<file path="config.mk">
export PLATFORM = sky130hd
export DESIGN_NAME = pll_synth_control_registers
export DESIGN_NICKNAME = d
export VERILOG_FILES = /design/src/pll_ctrl_pkg.sv /design/src/pll_synth_control_registers.sv /design/src/pll_lock_detect.sv
export SDC_FILE = /design/constraint.sdc
export NUM_CORES = 1
export LEC_CHECK = 0
export BUFFER_PORTS_ARGS = -buffer_cell sky130_fd_sc_hd__buf_2
export CORE_UTILIZATION = 52
export DETAILED_ROUTE_END_ITERATION = 16
export MAX_ROUTING_LAYER = met4
export PLACE_DENSITY = 0.84
export SYNTH_ARGS = -nofsm -noshare
export SYNTH_HDL_FRONTEND = slang
export SYNTH_SLANG_ARGS = --single-unit
</file>
<file path="constraint.sdc">
create_clock -name mclk -period 2.3 [get_ports mclk]
set_input_delay 0.46 -clock mclk [delete_from_list [all_inputs] [get_ports mclk]]
set_output_delay 0.46 -clock mclk [all_outputs]
set_load 0.05 [all_outputs]
</file>
<file path="src/pll_ctrl_pkg.sv">
package pll_ctrl_pkg;
	// ------------------------------------------------------------
	// serial word layout
	// ------------------------------------------------------------
	localparam int WORD_W    = 32;       // bits per serial word
	localparam int SEL_LSB   = 0;        // register_select_bits position
	localparam int SEL_W     = 3;        // register_select_bits width
	localparam int NUM_REGS  = 6;        // registers 0 to 5
	localparam logic [WORD_W-1:0] REG_RESET = 32'h0000_0000;

	// register_select_bits codes
	localparam logic [2:0] SEL_R0 = 3'h0;
	localparam logic [2:0] SEL_R1 = 3'h1;
	localparam logic [2:0] SEL_R2 = 3'h2;
	localparam logic [2:0] SEL_R3 = 3'h3;
	localparam logic [2:0] SEL_R4 = 3'h4;
	localparam logic [2:0] SEL_R5 = 3'h5;

	// ------------------------------------------------------------
	// loop_and_detector_config (register 2) fields
	// ------------------------------------------------------------
	localparam int R2_DBL_BUF   = 13;    // output divider double buffer
	localparam int R2_LOCK_FN   = 8;     // lock_function_select
	localparam int R2_LOCK_PREC = 7;     // lock_window_precision
	localparam int R2_POLARITY  = 6;     // phase detector polarity
	localparam int R2_SLEEP     = 5;     // software_sleep_bit
	localparam int R2_PUMP_3ST  = 4;     // pump_output three-state
	localparam int R2_CNT_RST   = 3;     // R and N counter reset

	// ------------------------------------------------------------
	// slip_and_timer_config (register 3) fields
	// ------------------------------------------------------------
	localparam int R3_ABL_SHORT = 22;    // antibacklash 3 ns when set
	localparam int R3_CHG_CANC  = 21;    // charge cancellation
	localparam int R3_SLIP      = 18;    // slip_reduction_enable
	localparam int R3_MODE_LSB  = 15;    // clock divider mode [16:15]
	localparam int R3_TIMER_LSB = 3;     // clock divider value [14:3]
	localparam int TIMER_W      = 12;    // clock divider value width

	typedef enum logic [1:0] {
		CDIV_OFF    = 2'h0,              // clock divider disabled
		CDIV_FAST   = 2'h1,              // fast lock
		CDIV_RESYNC = 2'h2,              // phase resync
		CDIV_RSVD   = 2'h3               // unused code
	} clk_div_mode_t;

	// ------------------------------------------------------------
	// output_path_config (register 4) fields
	// ------------------------------------------------------------
	localparam int R4_FB_DIRECT = 23;    // feedback straight from oscillator
	localparam int R4_DIV_LSB   = 20;    // output divider select [22:20]
	localparam int DIV_W        = 3;
	localparam int R4_MUTE      = 10;    // mute till lock
	localparam int R4_RF_EN     = 5;     // primary rf_output enable
	localparam int R4_PWR_LSB   = 3;     // output power [4:3]
	localparam int PWR_W        = 2;

	// ------------------------------------------------------------
	// lock_pin_config (register 5) fields
	// ------------------------------------------------------------
	localparam int R5_PIN_LSB   = 22;    // lock pin mode [23:22]
	localparam logic [1:0] PIN_LOCK = 2'h1;  // lock_pin_mode_high=0, low=1
	localparam logic [1:0] PIN_HIGH = 2'h3;  // both mode bits set

	// ------------------------------------------------------------
	// lock detector
	// ------------------------------------------------------------
	localparam int LOCK_FRAC_COUNT = 40; // fractional-N run length
	localparam int LOCK_INT_COUNT  = 5;  // integer-N run length
	localparam int LOCK_CNT_W      = 6;
	localparam int WINDOW_WIDE_NS  = 10; // precision bit 0
	localparam int WINDOW_TIGHT_NS = 6;  // precision bit 1
endpackage

</file>
<file path="src/pll_synth_control_registers.sv">
`timescale 1ns/1ps
// Notes on behaviour
// RL1: register 2 bit picks divider double buffering
// RL2: lock function bit picks integer or fractional
// RL3: fractional lock after 40 in-window cycles
// RL4: integer lock after five in-window cycles
// RL5: polarity bit sets phase detector sense
// RL6: sleep bit powers down, registers kept
// RL7: sleep holds counters, pump, detector, rf off
// RL8: three-state bit floats the charge pump
// RL9: counter reset bit holds R and N
// RL10: select codes 3,4,5 load registers 3,4,5
// RL11: antibacklash bit picks 6 or 3 ns
// RL12: charge cancellation bit enables cancellation
// RL13: slip bit enables cycle slip reduction
// RL14: divider mode: resync, fast lock, off
// RL15: 12-bit value loads resync and fast timeout
// RL16: feedback bit picks oscillator or divider output
// RL17: three-bit field picks output divider ratio
// RL18: mute till lock keeps rf unpowered
// RL19: register 4 bit enables primary rf output
// RL20: two-bit field sets rf output power
// RL21: register 5 field picks lock pin function
// RL22: host writes registers 5 down to 0
// RL23: select codes 0,1,2 load registers 0,1,2
// RL24: pin low 00/10, lock 01, high 11
// RL25: fast lock lasts timer value detector cycles
// RL26: buffered divider applies on next register 0
module pll_synth_control_registers (
	mclk,
	rst_n,
	serClk,
	serData,
	serLatch,
	pfdTick,
	withinWide,
	withinTight,
	freqWord,
	modWord,
	countersHeld,
	pumpThreeState,
	polarityPositive,
	antibacklashShort,
	chargeCancel,
	slipReductionEnable,
	feedbackDirect,
	outDivSelect,
	rfOutputEnable,
	rfOutputPower,
	fastLockWide,
	resyncStrobe,
	lockDetect,
	lockPin
);
	localparam int W  = pll_ctrl_pkg::WORD_W;
	localparam int TW = pll_ctrl_pkg::TIMER_W;
	localparam int DW = pll_ctrl_pkg::DIV_W;

	input  wire logic          mclk;                // system clock
	input  wire logic          rst_n;               // sync reset, low
	input  wire logic          serClk;              // serial clock pin
	input  wire logic          serData;             // serial data pin
	input  wire logic          serLatch;            // load enable pin
	input  wire logic          pfdTick;             // detector cycle pulse
	input  wire logic          withinWide;          // error under 10 ns
	input  wire logic          withinTight;         // error under 6 ns
	output logic [W-1:0]       freqWord;            // register 0 word
	output logic [W-1:0]       modWord;             // register 1 word
	output logic               countersHeld;        // R and N in load state
	output logic               pumpThreeState;      // charge pump floated
	output logic               polarityPositive;    // detector polarity
	output logic               antibacklashShort;   // 3 ns pulse
	output logic               chargeCancel;        // cancellation on
	output logic               slipReductionEnable; // slip reduction on
	output logic               feedbackDirect;      // feedback from oscillator
	output logic [DW-1:0]      outDivSelect;        // active divider ratio
	output logic               rfOutputEnable;      // rf buffer powered
	output logic [1:0]         rfOutputPower;       // rf power level
	output logic               fastLockWide;        // wide bandwidth phase
	output logic               resyncStrobe;        // phase resync pulse
	output logic               lockDetect;          // digital lock
	output logic               lockPin;             // lock detect pin

	// ------------------------------------------------------------
	// serial pin synchronisers
	// ------------------------------------------------------------
	logic [1:0] clkSync_r;        // serial clock, two stages
	logic [1:0] datSync_r;        // serial data, two stages
	logic [1:0] latSync_r;        // latch enable, two stages
	logic       clkPrev_r;        // last synced clock level
	logic       latPrev_r;        // last synced latch level
	logic       clkRise;          // serial clock rising
	logic       latRise;          // latch enable rising

	// two flops per pin, edge history taken from the second
	always_ff @(posedge mclk) begin
		if (!rst_n) begin
			clkSync_r <= '0;
			datSync_r <= '0;
			latSync_r <= '0;
			clkPrev_r <= 1'b0;
			latPrev_r <= 1'b0;
		end else begin
			clkSync_r <= {clkSync_r[0], serClk};
			datSync_r <= {datSync_r[0], serData};
			latSync_r <= {latSync_r[0], serLatch};
			clkPrev_r <= clkSync_r[1];
			latPrev_r <= latSync_r[1];
		end
	end

	assign clkRise = clkSync_r[1] && !clkPrev_r;
	assign latRise = latSync_r[1] && !latPrev_r;

	// ------------------------------------------------------------
	// input shift register and word routing
	// ------------------------------------------------------------
	logic [W-1:0] shift_r;                            // msb first
	logic [W-1:0] regFile_r [pll_ctrl_pkg::NUM_REGS]; // registers 0 to 5
	logic [2:0]   selCode;                            // register_select_bits
	logic         wrR0;                               // register 0 written
	logic         wrR4;                               // register 4 written

	// shifting stays live in power-down
	always_ff @(posedge mclk) begin
		if (!rst_n) begin
			shift_r <= pll_ctrl_pkg::REG_RESET;
		end else if (clkRise) begin
			shift_r <= {shift_r[W-2:0], datSync_r[1]};     // RL7
		end
	end

	assign selCode = shift_r[pll_ctrl_pkg::SEL_LSB +: pll_ctrl_pkg::SEL_W];
	assign wrR0    = latRise && selCode == pll_ctrl_pkg::SEL_R0;
	assign wrR4    = latRise && selCode == pll_ctrl_pkg::SEL_R4;

	// latch routes the word by its select code; 110 and 111 dropped
	always_ff @(posedge mclk) begin
		if (!rst_n) begin
			for (int i = 0; i < pll_ctrl_pkg::NUM_REGS; i++) begin
				regFile_r[i] <= pll_ctrl_pkg::REG_RESET;
			end
		end else if (latRise && selCode <= pll_ctrl_pkg::SEL_R5) begin
			regFile_r[selCode] <= shift_r;                   // RL10 RL23 RL6
		end
	end

	// ------------------------------------------------------------
	// field decode
	// ------------------------------------------------------------
	logic          sleep;       // software_sleep_bit
	logic          dblBuf;      // divider double buffering
	logic [1:0]    cdivMode;    // clock divider mode
	logic [TW-1:0] cdivValue;   // clock divider value
	logic          muteTillLock;
	logic [1:0]    pinMode;     // lock_pin_mode_high, lock_pin_mode_low

	assign sleep        = regFile_r[2][pll_ctrl_pkg::R2_SLEEP];     // RL6
	assign dblBuf       = regFile_r[2][pll_ctrl_pkg::R2_DBL_BUF];   // RL1
	assign cdivMode     = regFile_r[3][pll_ctrl_pkg::R3_MODE_LSB +: 2]; // RL14
	assign cdivValue    = regFile_r[3][pll_ctrl_pkg::R3_TIMER_LSB +: TW]; // RL15
	assign muteTillLock = regFile_r[4][pll_ctrl_pkg::R4_MUTE];
	assign pinMode      = regFile_r[5][pll_ctrl_pkg::R5_PIN_LSB +: 2]; // RL21

	assign freqWord            = regFile_r[0];
	assign modWord             = regFile_r[1];
	assign polarityPositive    = regFile_r[2][pll_ctrl_pkg::R2_POLARITY]; // RL5
	assign antibacklashShort   = regFile_r[3][pll_ctrl_pkg::R3_ABL_SHORT]; // RL11
	assign chargeCancel        = regFile_r[3][pll_ctrl_pkg::R3_CHG_CANC]; // RL12
	assign slipReductionEnable = regFile_r[3][pll_ctrl_pkg::R3_SLIP]; // RL13
	assign feedbackDirect      = regFile_r[4][pll_ctrl_pkg::R4_FB_DIRECT]; // RL16
	assign rfOutputPower       = regFile_r[4][pll_ctrl_pkg::R4_PWR_LSB +: 2]; // RL20

	// ------------------------------------------------------------
	// power-down and charge pump controls
	// ------------------------------------------------------------
	// pump floats on its own bit or in sleep
	always_ff @(posedge mclk) begin
		if (!rst_n) begin
			pumpThreeState <= 1'b0;
		end else begin
			pumpThreeState <= regFile_r[2][pll_ctrl_pkg::R2_PUMP_3ST] || sleep; // RL8 RL7
		end
	end

	// counters held by reset bit or sleep
	always_ff @(posedge mclk) begin
		if (!rst_n) begin
			countersHeld <= 1'b0;
		end else begin
			countersHeld <= regFile_r[2][pll_ctrl_pkg::R2_CNT_RST] || sleep; // RL9 RL7
		end
	end

	// ------------------------------------------------------------
	// output divider with optional double buffer
	// ------------------------------------------------------------
	logic [DW-1:0] divPending_r;  // divider waiting for register 0

	// pending copy always follows the latest register 4 write
	always_ff @(posedge mclk) begin
		if (!rst_n) begin
			divPending_r <= '0;
		end else if (wrR4) begin
			divPending_r <= shift_r[pll_ctrl_pkg::R4_DIV_LSB +: DW];
		end
	end

	// active ratio: direct on register 4, buffered on register 0
	always_ff @(posedge mclk) begin
		if (!rst_n) begin
			outDivSelect <= '0;
		end else if (wrR4 && !dblBuf) begin
			outDivSelect <= shift_r[pll_ctrl_pkg::R4_DIV_LSB +: DW]; // RL1 RL17
		end else if (wrR0 && dblBuf) begin
			outDivSelect <= divPending_r;                    // RL26
		end
	end

	// ------------------------------------------------------------
	// lock detector and rf output gating
	// ------------------------------------------------------------
	pll_lock_detect #(
		.FRAC_COUNT (pll_ctrl_pkg::LOCK_FRAC_COUNT),
		.INT_COUNT  (pll_ctrl_pkg::LOCK_INT_COUNT)
	) u_lock (
		.mclk        (mclk),
		.rst_n       (rst_n),
		.clear       (sleep),                               // RL7
		.intMode     (regFile_r[2][pll_ctrl_pkg::R2_LOCK_FN]), // RL2
		.tightWindow (regFile_r[2][pll_ctrl_pkg::R2_LOCK_PREC]),
		.pfdTick     (pfdTick),
		.withinWide  (withinWide),
		.withinTight (withinTight),
		.locked      (lockDetect)
	);

	// rf buffer: enable bit, not asleep, not muted before lock
	always_ff @(posedge mclk) begin
		if (!rst_n) begin
			rfOutputEnable <= 1'b0;
		end else begin
			rfOutputEnable <= regFile_r[4][pll_ctrl_pkg::R4_RF_EN] && !sleep // RL19 RL7
				&& !(muteTillLock && !lockDetect);          // RL18
		end
	end

	// lock pin multiplexer
	always_ff @(posedge mclk) begin
		if (!rst_n) begin
			lockPin <= 1'b0;
		end else begin
			unique case (pinMode)
				pll_ctrl_pkg::PIN_LOCK: lockPin <= lockDetect; // RL24
				pll_ctrl_pkg::PIN_HIGH: lockPin <= 1'b1;       // RL24
				default:                lockPin <= 1'b0;       // 00 and 10
			endcase
		end
	end

	// ------------------------------------------------------------
	// clock divider timeout: fast lock and phase resync
	// ------------------------------------------------------------
	logic [TW-1:0] timeout_r;     // detector cycles left
	logic          timing_r;      // timeout in progress

	// armed by a register 0 write, counted in detector cycles
	always_ff @(posedge mclk) begin
		if (!rst_n || sleep) begin
			timeout_r    <= '0;
			timing_r     <= 1'b0;
			fastLockWide <= 1'b0;
			resyncStrobe <= 1'b0;
		end else if (wrR0 && cdivMode != pll_ctrl_pkg::CDIV_OFF
				&& cdivValue != '0) begin
			timeout_r    <= cdivValue;                       // RL15
			timing_r     <= 1'b1;
			fastLockWide <= cdivMode == pll_ctrl_pkg::CDIV_FAST; // RL25
			resyncStrobe <= 1'b0;
		end else if (timing_r && pfdTick) begin
			timeout_r    <= timeout_r - TW'(1);
			resyncStrobe <= 1'b0;
			if (timeout_r == TW'(1)) begin
				timing_r     <= 1'b0;
				fastLockWide <= 1'b0;                        // RL25
				resyncStrobe <= cdivMode == pll_ctrl_pkg::CDIV_RESYNC; // RL14
			end
		end else begin
			resyncStrobe <= 1'b0;
		end
	end
endmodule

</file>
<file path="src/pll_lock_detect.sv">
`timescale 1ns/1ps
// ------------------------------------------------------------
// digital lock detector: counts phase detector cycles in window
// ------------------------------------------------------------
module pll_lock_detect #(
	parameter int FRAC_COUNT = pll_ctrl_pkg::LOCK_FRAC_COUNT,
	parameter int INT_COUNT  = pll_ctrl_pkg::LOCK_INT_COUNT
) (
	input  wire logic mclk,
	input  wire logic rst_n,
	input  wire logic clear,         // power-down resets the detector
	input  wire logic intMode,       // lock_function_select
	input  wire logic tightWindow,   // lock_window_precision
	input  wire logic pfdTick,       // one pulse per detector cycle
	input  wire logic withinWide,    // phase error under wide window
	input  wire logic withinTight,   // phase error under tight window
	output logic      locked
);
	localparam int CW = pll_ctrl_pkg::LOCK_CNT_W;

	logic [CW-1:0] runCnt_r;         // consecutive in-window cycles
	logic [CW-1:0] target;           // run length for this mode
	logic          inWindow;         // sample falls within precision

	// run length and window per mode
	always_comb begin
		target   = intMode ? CW'(INT_COUNT) : CW'(FRAC_COUNT); // RL2
		inWindow = tightWindow ? withinTight : withinWide;      // RL3 RL4
	end

	// counter of consecutive good cycles
	always_ff @(posedge mclk) begin
		if (!rst_n || clear) begin
			runCnt_r <= '0;                                 // RL7
		end else if (pfdTick) begin
			if (!inWindow) begin
				runCnt_r <= '0;                         // miss restarts
			end else if (runCnt_r < target) begin
				runCnt_r <= runCnt_r + CW'(1);          // RL3 RL4
			end
		end
	end

	// lock flag follows the run counter
	always_ff @(posedge mclk) begin
		if (!rst_n || clear) begin
			locked <= 1'b0;
		end else if (pfdTick) begin
			locked <= inWindow && (runCnt_r + CW'(1) >= target);
		end
	end
endmodule

</file>
==> flow_summary.ini <==
[global_route]
grt_pass1_wl_um = 22800
antenna_found_initial = 0
grt_pass1_vias = 4608
grt_max_degree = 48
track_usage_pct = 23.4
overflow = 0
grtUsageMet3_pct = 5.09
grtUsageMet2_pct = 39.5
grt-busiest-layer = met2
met1_usage_pct = 27.3

[layout]
fill_cells = 925
finalInstanceArea_mm2 = 0.00810
final_cells = 847
utilization_pct = 63.9
area_growth_pct = 19.2
nNetsFinal = 681
drive_gt1_share_pct = 22.5
diodes = 0

[synth]
syn_area_mm2 = 0.00679
netlist_top_cells_area = edfxtp_1, dfxtp_1, and2_1
synth_top_area_cell = edfxtp_1
yosys_warnings = 0
synth_cells = 569
ys_ff_latch = 167
synth-edff-count = 95
synth_ff_type = edfxtp_1
async_flop_share_pct = 0
ys_seq_area_share_pct = 63.2
ys_types = 51
yosysMostFrequentCell = edfxtp_1
synthTopCellsByCount = edfxtp_1, nand2_1, dfxtp_1, and2_1, a21boi_0
synth_top_area_share_pct = 42.0
synth.avg_cell_area_um2 = 11.9

[clocking]
cts_max_level = 4
clock-sinks = 167
cts.clk_slew.worst_paths_ps = 60
hold_buffers = 0
root_buffer = clkbuf_16
cts_buffer_depth = 2
postCtsSetupBuffers = 0
cts_repair_resize_count = 0
tritoncts = done
numCtsBuffers = 17
clk_latency_ps = 420

[timing]
worst_slack_ps = 302
relSlewSlack_pct = 48.7
final.setup.tns_ps = 0
max_freq_mhz = 500
maxSlewViolCount = 0
rsz0062_at_grt = false
post-route-period-util_pct = 86.9
post-route-min-period_ps = 2000
worst_slew_pin_slew_ps = 766
fin_hold_ws_ps = 246
finClkSkew_ps = 7.84
setup_viol = 0
finalHoldViolations = 0

[pwr]
powerDensity_mw_per_mm2 = 821
clkPwrFrac_pct = 44.0
p_sw_mw = 1.54
p_seq_share_pct = 49.2
internal_power_mw = 5.11
cellLeakagePower_nw = 3.31
total_power_mw = 6.65
peakVddDrop_mv = 0.662
power_frac_comb_pct = 6.8
switching_share_pct = 23.1

[worst_setup_path]
startpoint_type = flip-flop
crit_chain = inv_1 > ha_1 > a2111o_1 > a21o_1 > a21o_1 > a32o_1
r2r_slack_ps = 300
worstSetupPathType = reg -> reg
crit_top_cell = a21o_1
cp.required_ps = 2610
cp_max_fo = 7
cp_slowest_cell = edfxtp_1
startpoint = regFile_r[2][8]
crit_path_max_incr_delay_ps = 480
timing.rr.start = regFile_r[2][8]
arrival_ps = 2310
end_kind = flip-flop

[place]
dp_hpwl_um = 9310
post-place-cells = 815
io_buffers = 88
place_area_mm2 = 0.00747
dp_slack_ps = 308
gp_congestion = 0.953

[drt]
dr_total_vias = 4578
drt_first_pass_iters = 5
avgRoutedWirePerCell_um = 16.9
routed_wl_um = 14300
vias_per_cell = 5.40
drt_iter0_markers = 307
drc_errors = 0
ant_nets = 0

[floorplan]
ios = 89
fp.coreArea_mm2 = 0.0127
fp.dieH_um = 116
num_rows = 41
initial_core_util_pct = 53.6
chipWidth_um = 116
die-area_mm2 = 0.0135

[hold_path]
hold_class = in -> reg
hp-start = serLatch

[job]
maxCapViolations = 0

[status]
status = completed
-- power groups by stage --
stage	Combinational [mW]	Sequential (mW)	Clock [mW]
finish	0.453	3.27	2.92
global route	0.477	3.28	3.06
floorplan	0.140	3.53	0
global placement	0.444	3.33	0
CTS	0.454	3.27	2.96
detailed placement	0.453	3.34	0
-- path summary, 6_finish.rpt --
kind              cells after the start                 end
setup / recovery                      6  u_lock.runCnt_r[5]
hold / removal                        2        latSync_r[0]
setup reg to reg                      6  u_lock.runCnt_r[5]
hold reg to reg                       1        latSync_r[1]
-- cells in the final DEF, fill, tap and decap left out, types with 7 or more instances in the layout --
| cell | count |
|---|---|
| clkbuf_16 | 22 |
| and2_1 | 66 |
| a211oi_2 | 11 |
| xnor2_1 | 7 |
| ha_1 | 11 |
| xor2_1 | 8 |
| and3_1 | 31 |
| a21boi_0 | 35 |
| nand2b_1 | 8 |
| nand3_1 | 8 |
| buf_4 | 14 |
| edfxtp_1 | 95 |
| dfxtp_1 | 72 |
| nor2_1 | 20 |
| inv_1 | 7 |
| nand2_1 | 80 |
| buf_2 | 88 |
-- registers in the layout (all words and copies together), names as in the netlist --
name and cells:
regFile_r 95, shift_r 32, timeout_r 12, u_lock.runCnt_r 6, divPending_r 3, outDivSelect 3, clkSync_r 2, datSync_r 2
latSync_r 2, clkPrev_r 1, countersHeld 1, fastLockWide 1, latPrev_r 1, lockPin 1, pumpThreeState 1, resyncStrobe 1
rfOutputEnable 1, timing_r 1, u_lock.locked 1
-- routing by layer --
layer,vias to the layer above,part of all wire [%]
li1,2182,-
met1,2229,41
met2,143,52
met3,24,4.6
met4,0,1.8
met5,-,0
-- area by class of cell --
cell class	instances	area, um2	share of cell area, %
Clock buffer	27	589	7.28
Clock inverter	5	38.8	0.479
Inverter	7	26.3	0.324
Multi-Input combinational cell	365	2350	29.0
Sequential cell	167	4290	53.0
Tap cell	172	215	2.66
Timing Repair Buffer	104	586	7.23
-- cells by family after synthesis --
| kind of cell | after synthesis | share of synthesized area, % |
|---|---|---|
| AND/OR/NAND/NOR | 247 | 19.4 |
| flip-flops | 167 | 63.2 |
| AO/OA/AOI/OAI | 82 | 9.93 |
| buffers and inverters | 41 | 2.71 |
| XOR/XNOR | 15 | 1.93 |
| adder cells (fa/ha/maj) | 11 | 2.03 |
| multiplexers | 5 | 0.737 |
| other | 1 | 0.0552 |
-- critical path, delay by kind of cell (launching register included) --
kind / cells / cell delay (ps)
adder cells (fa/ha/maj): 1 / 290
AO/OA/AOI/OAI: 4 / 1010
buffers and inverters: 1 / 110
flip-flops: 1 / 480
Power figures use the tool's default switching activity.
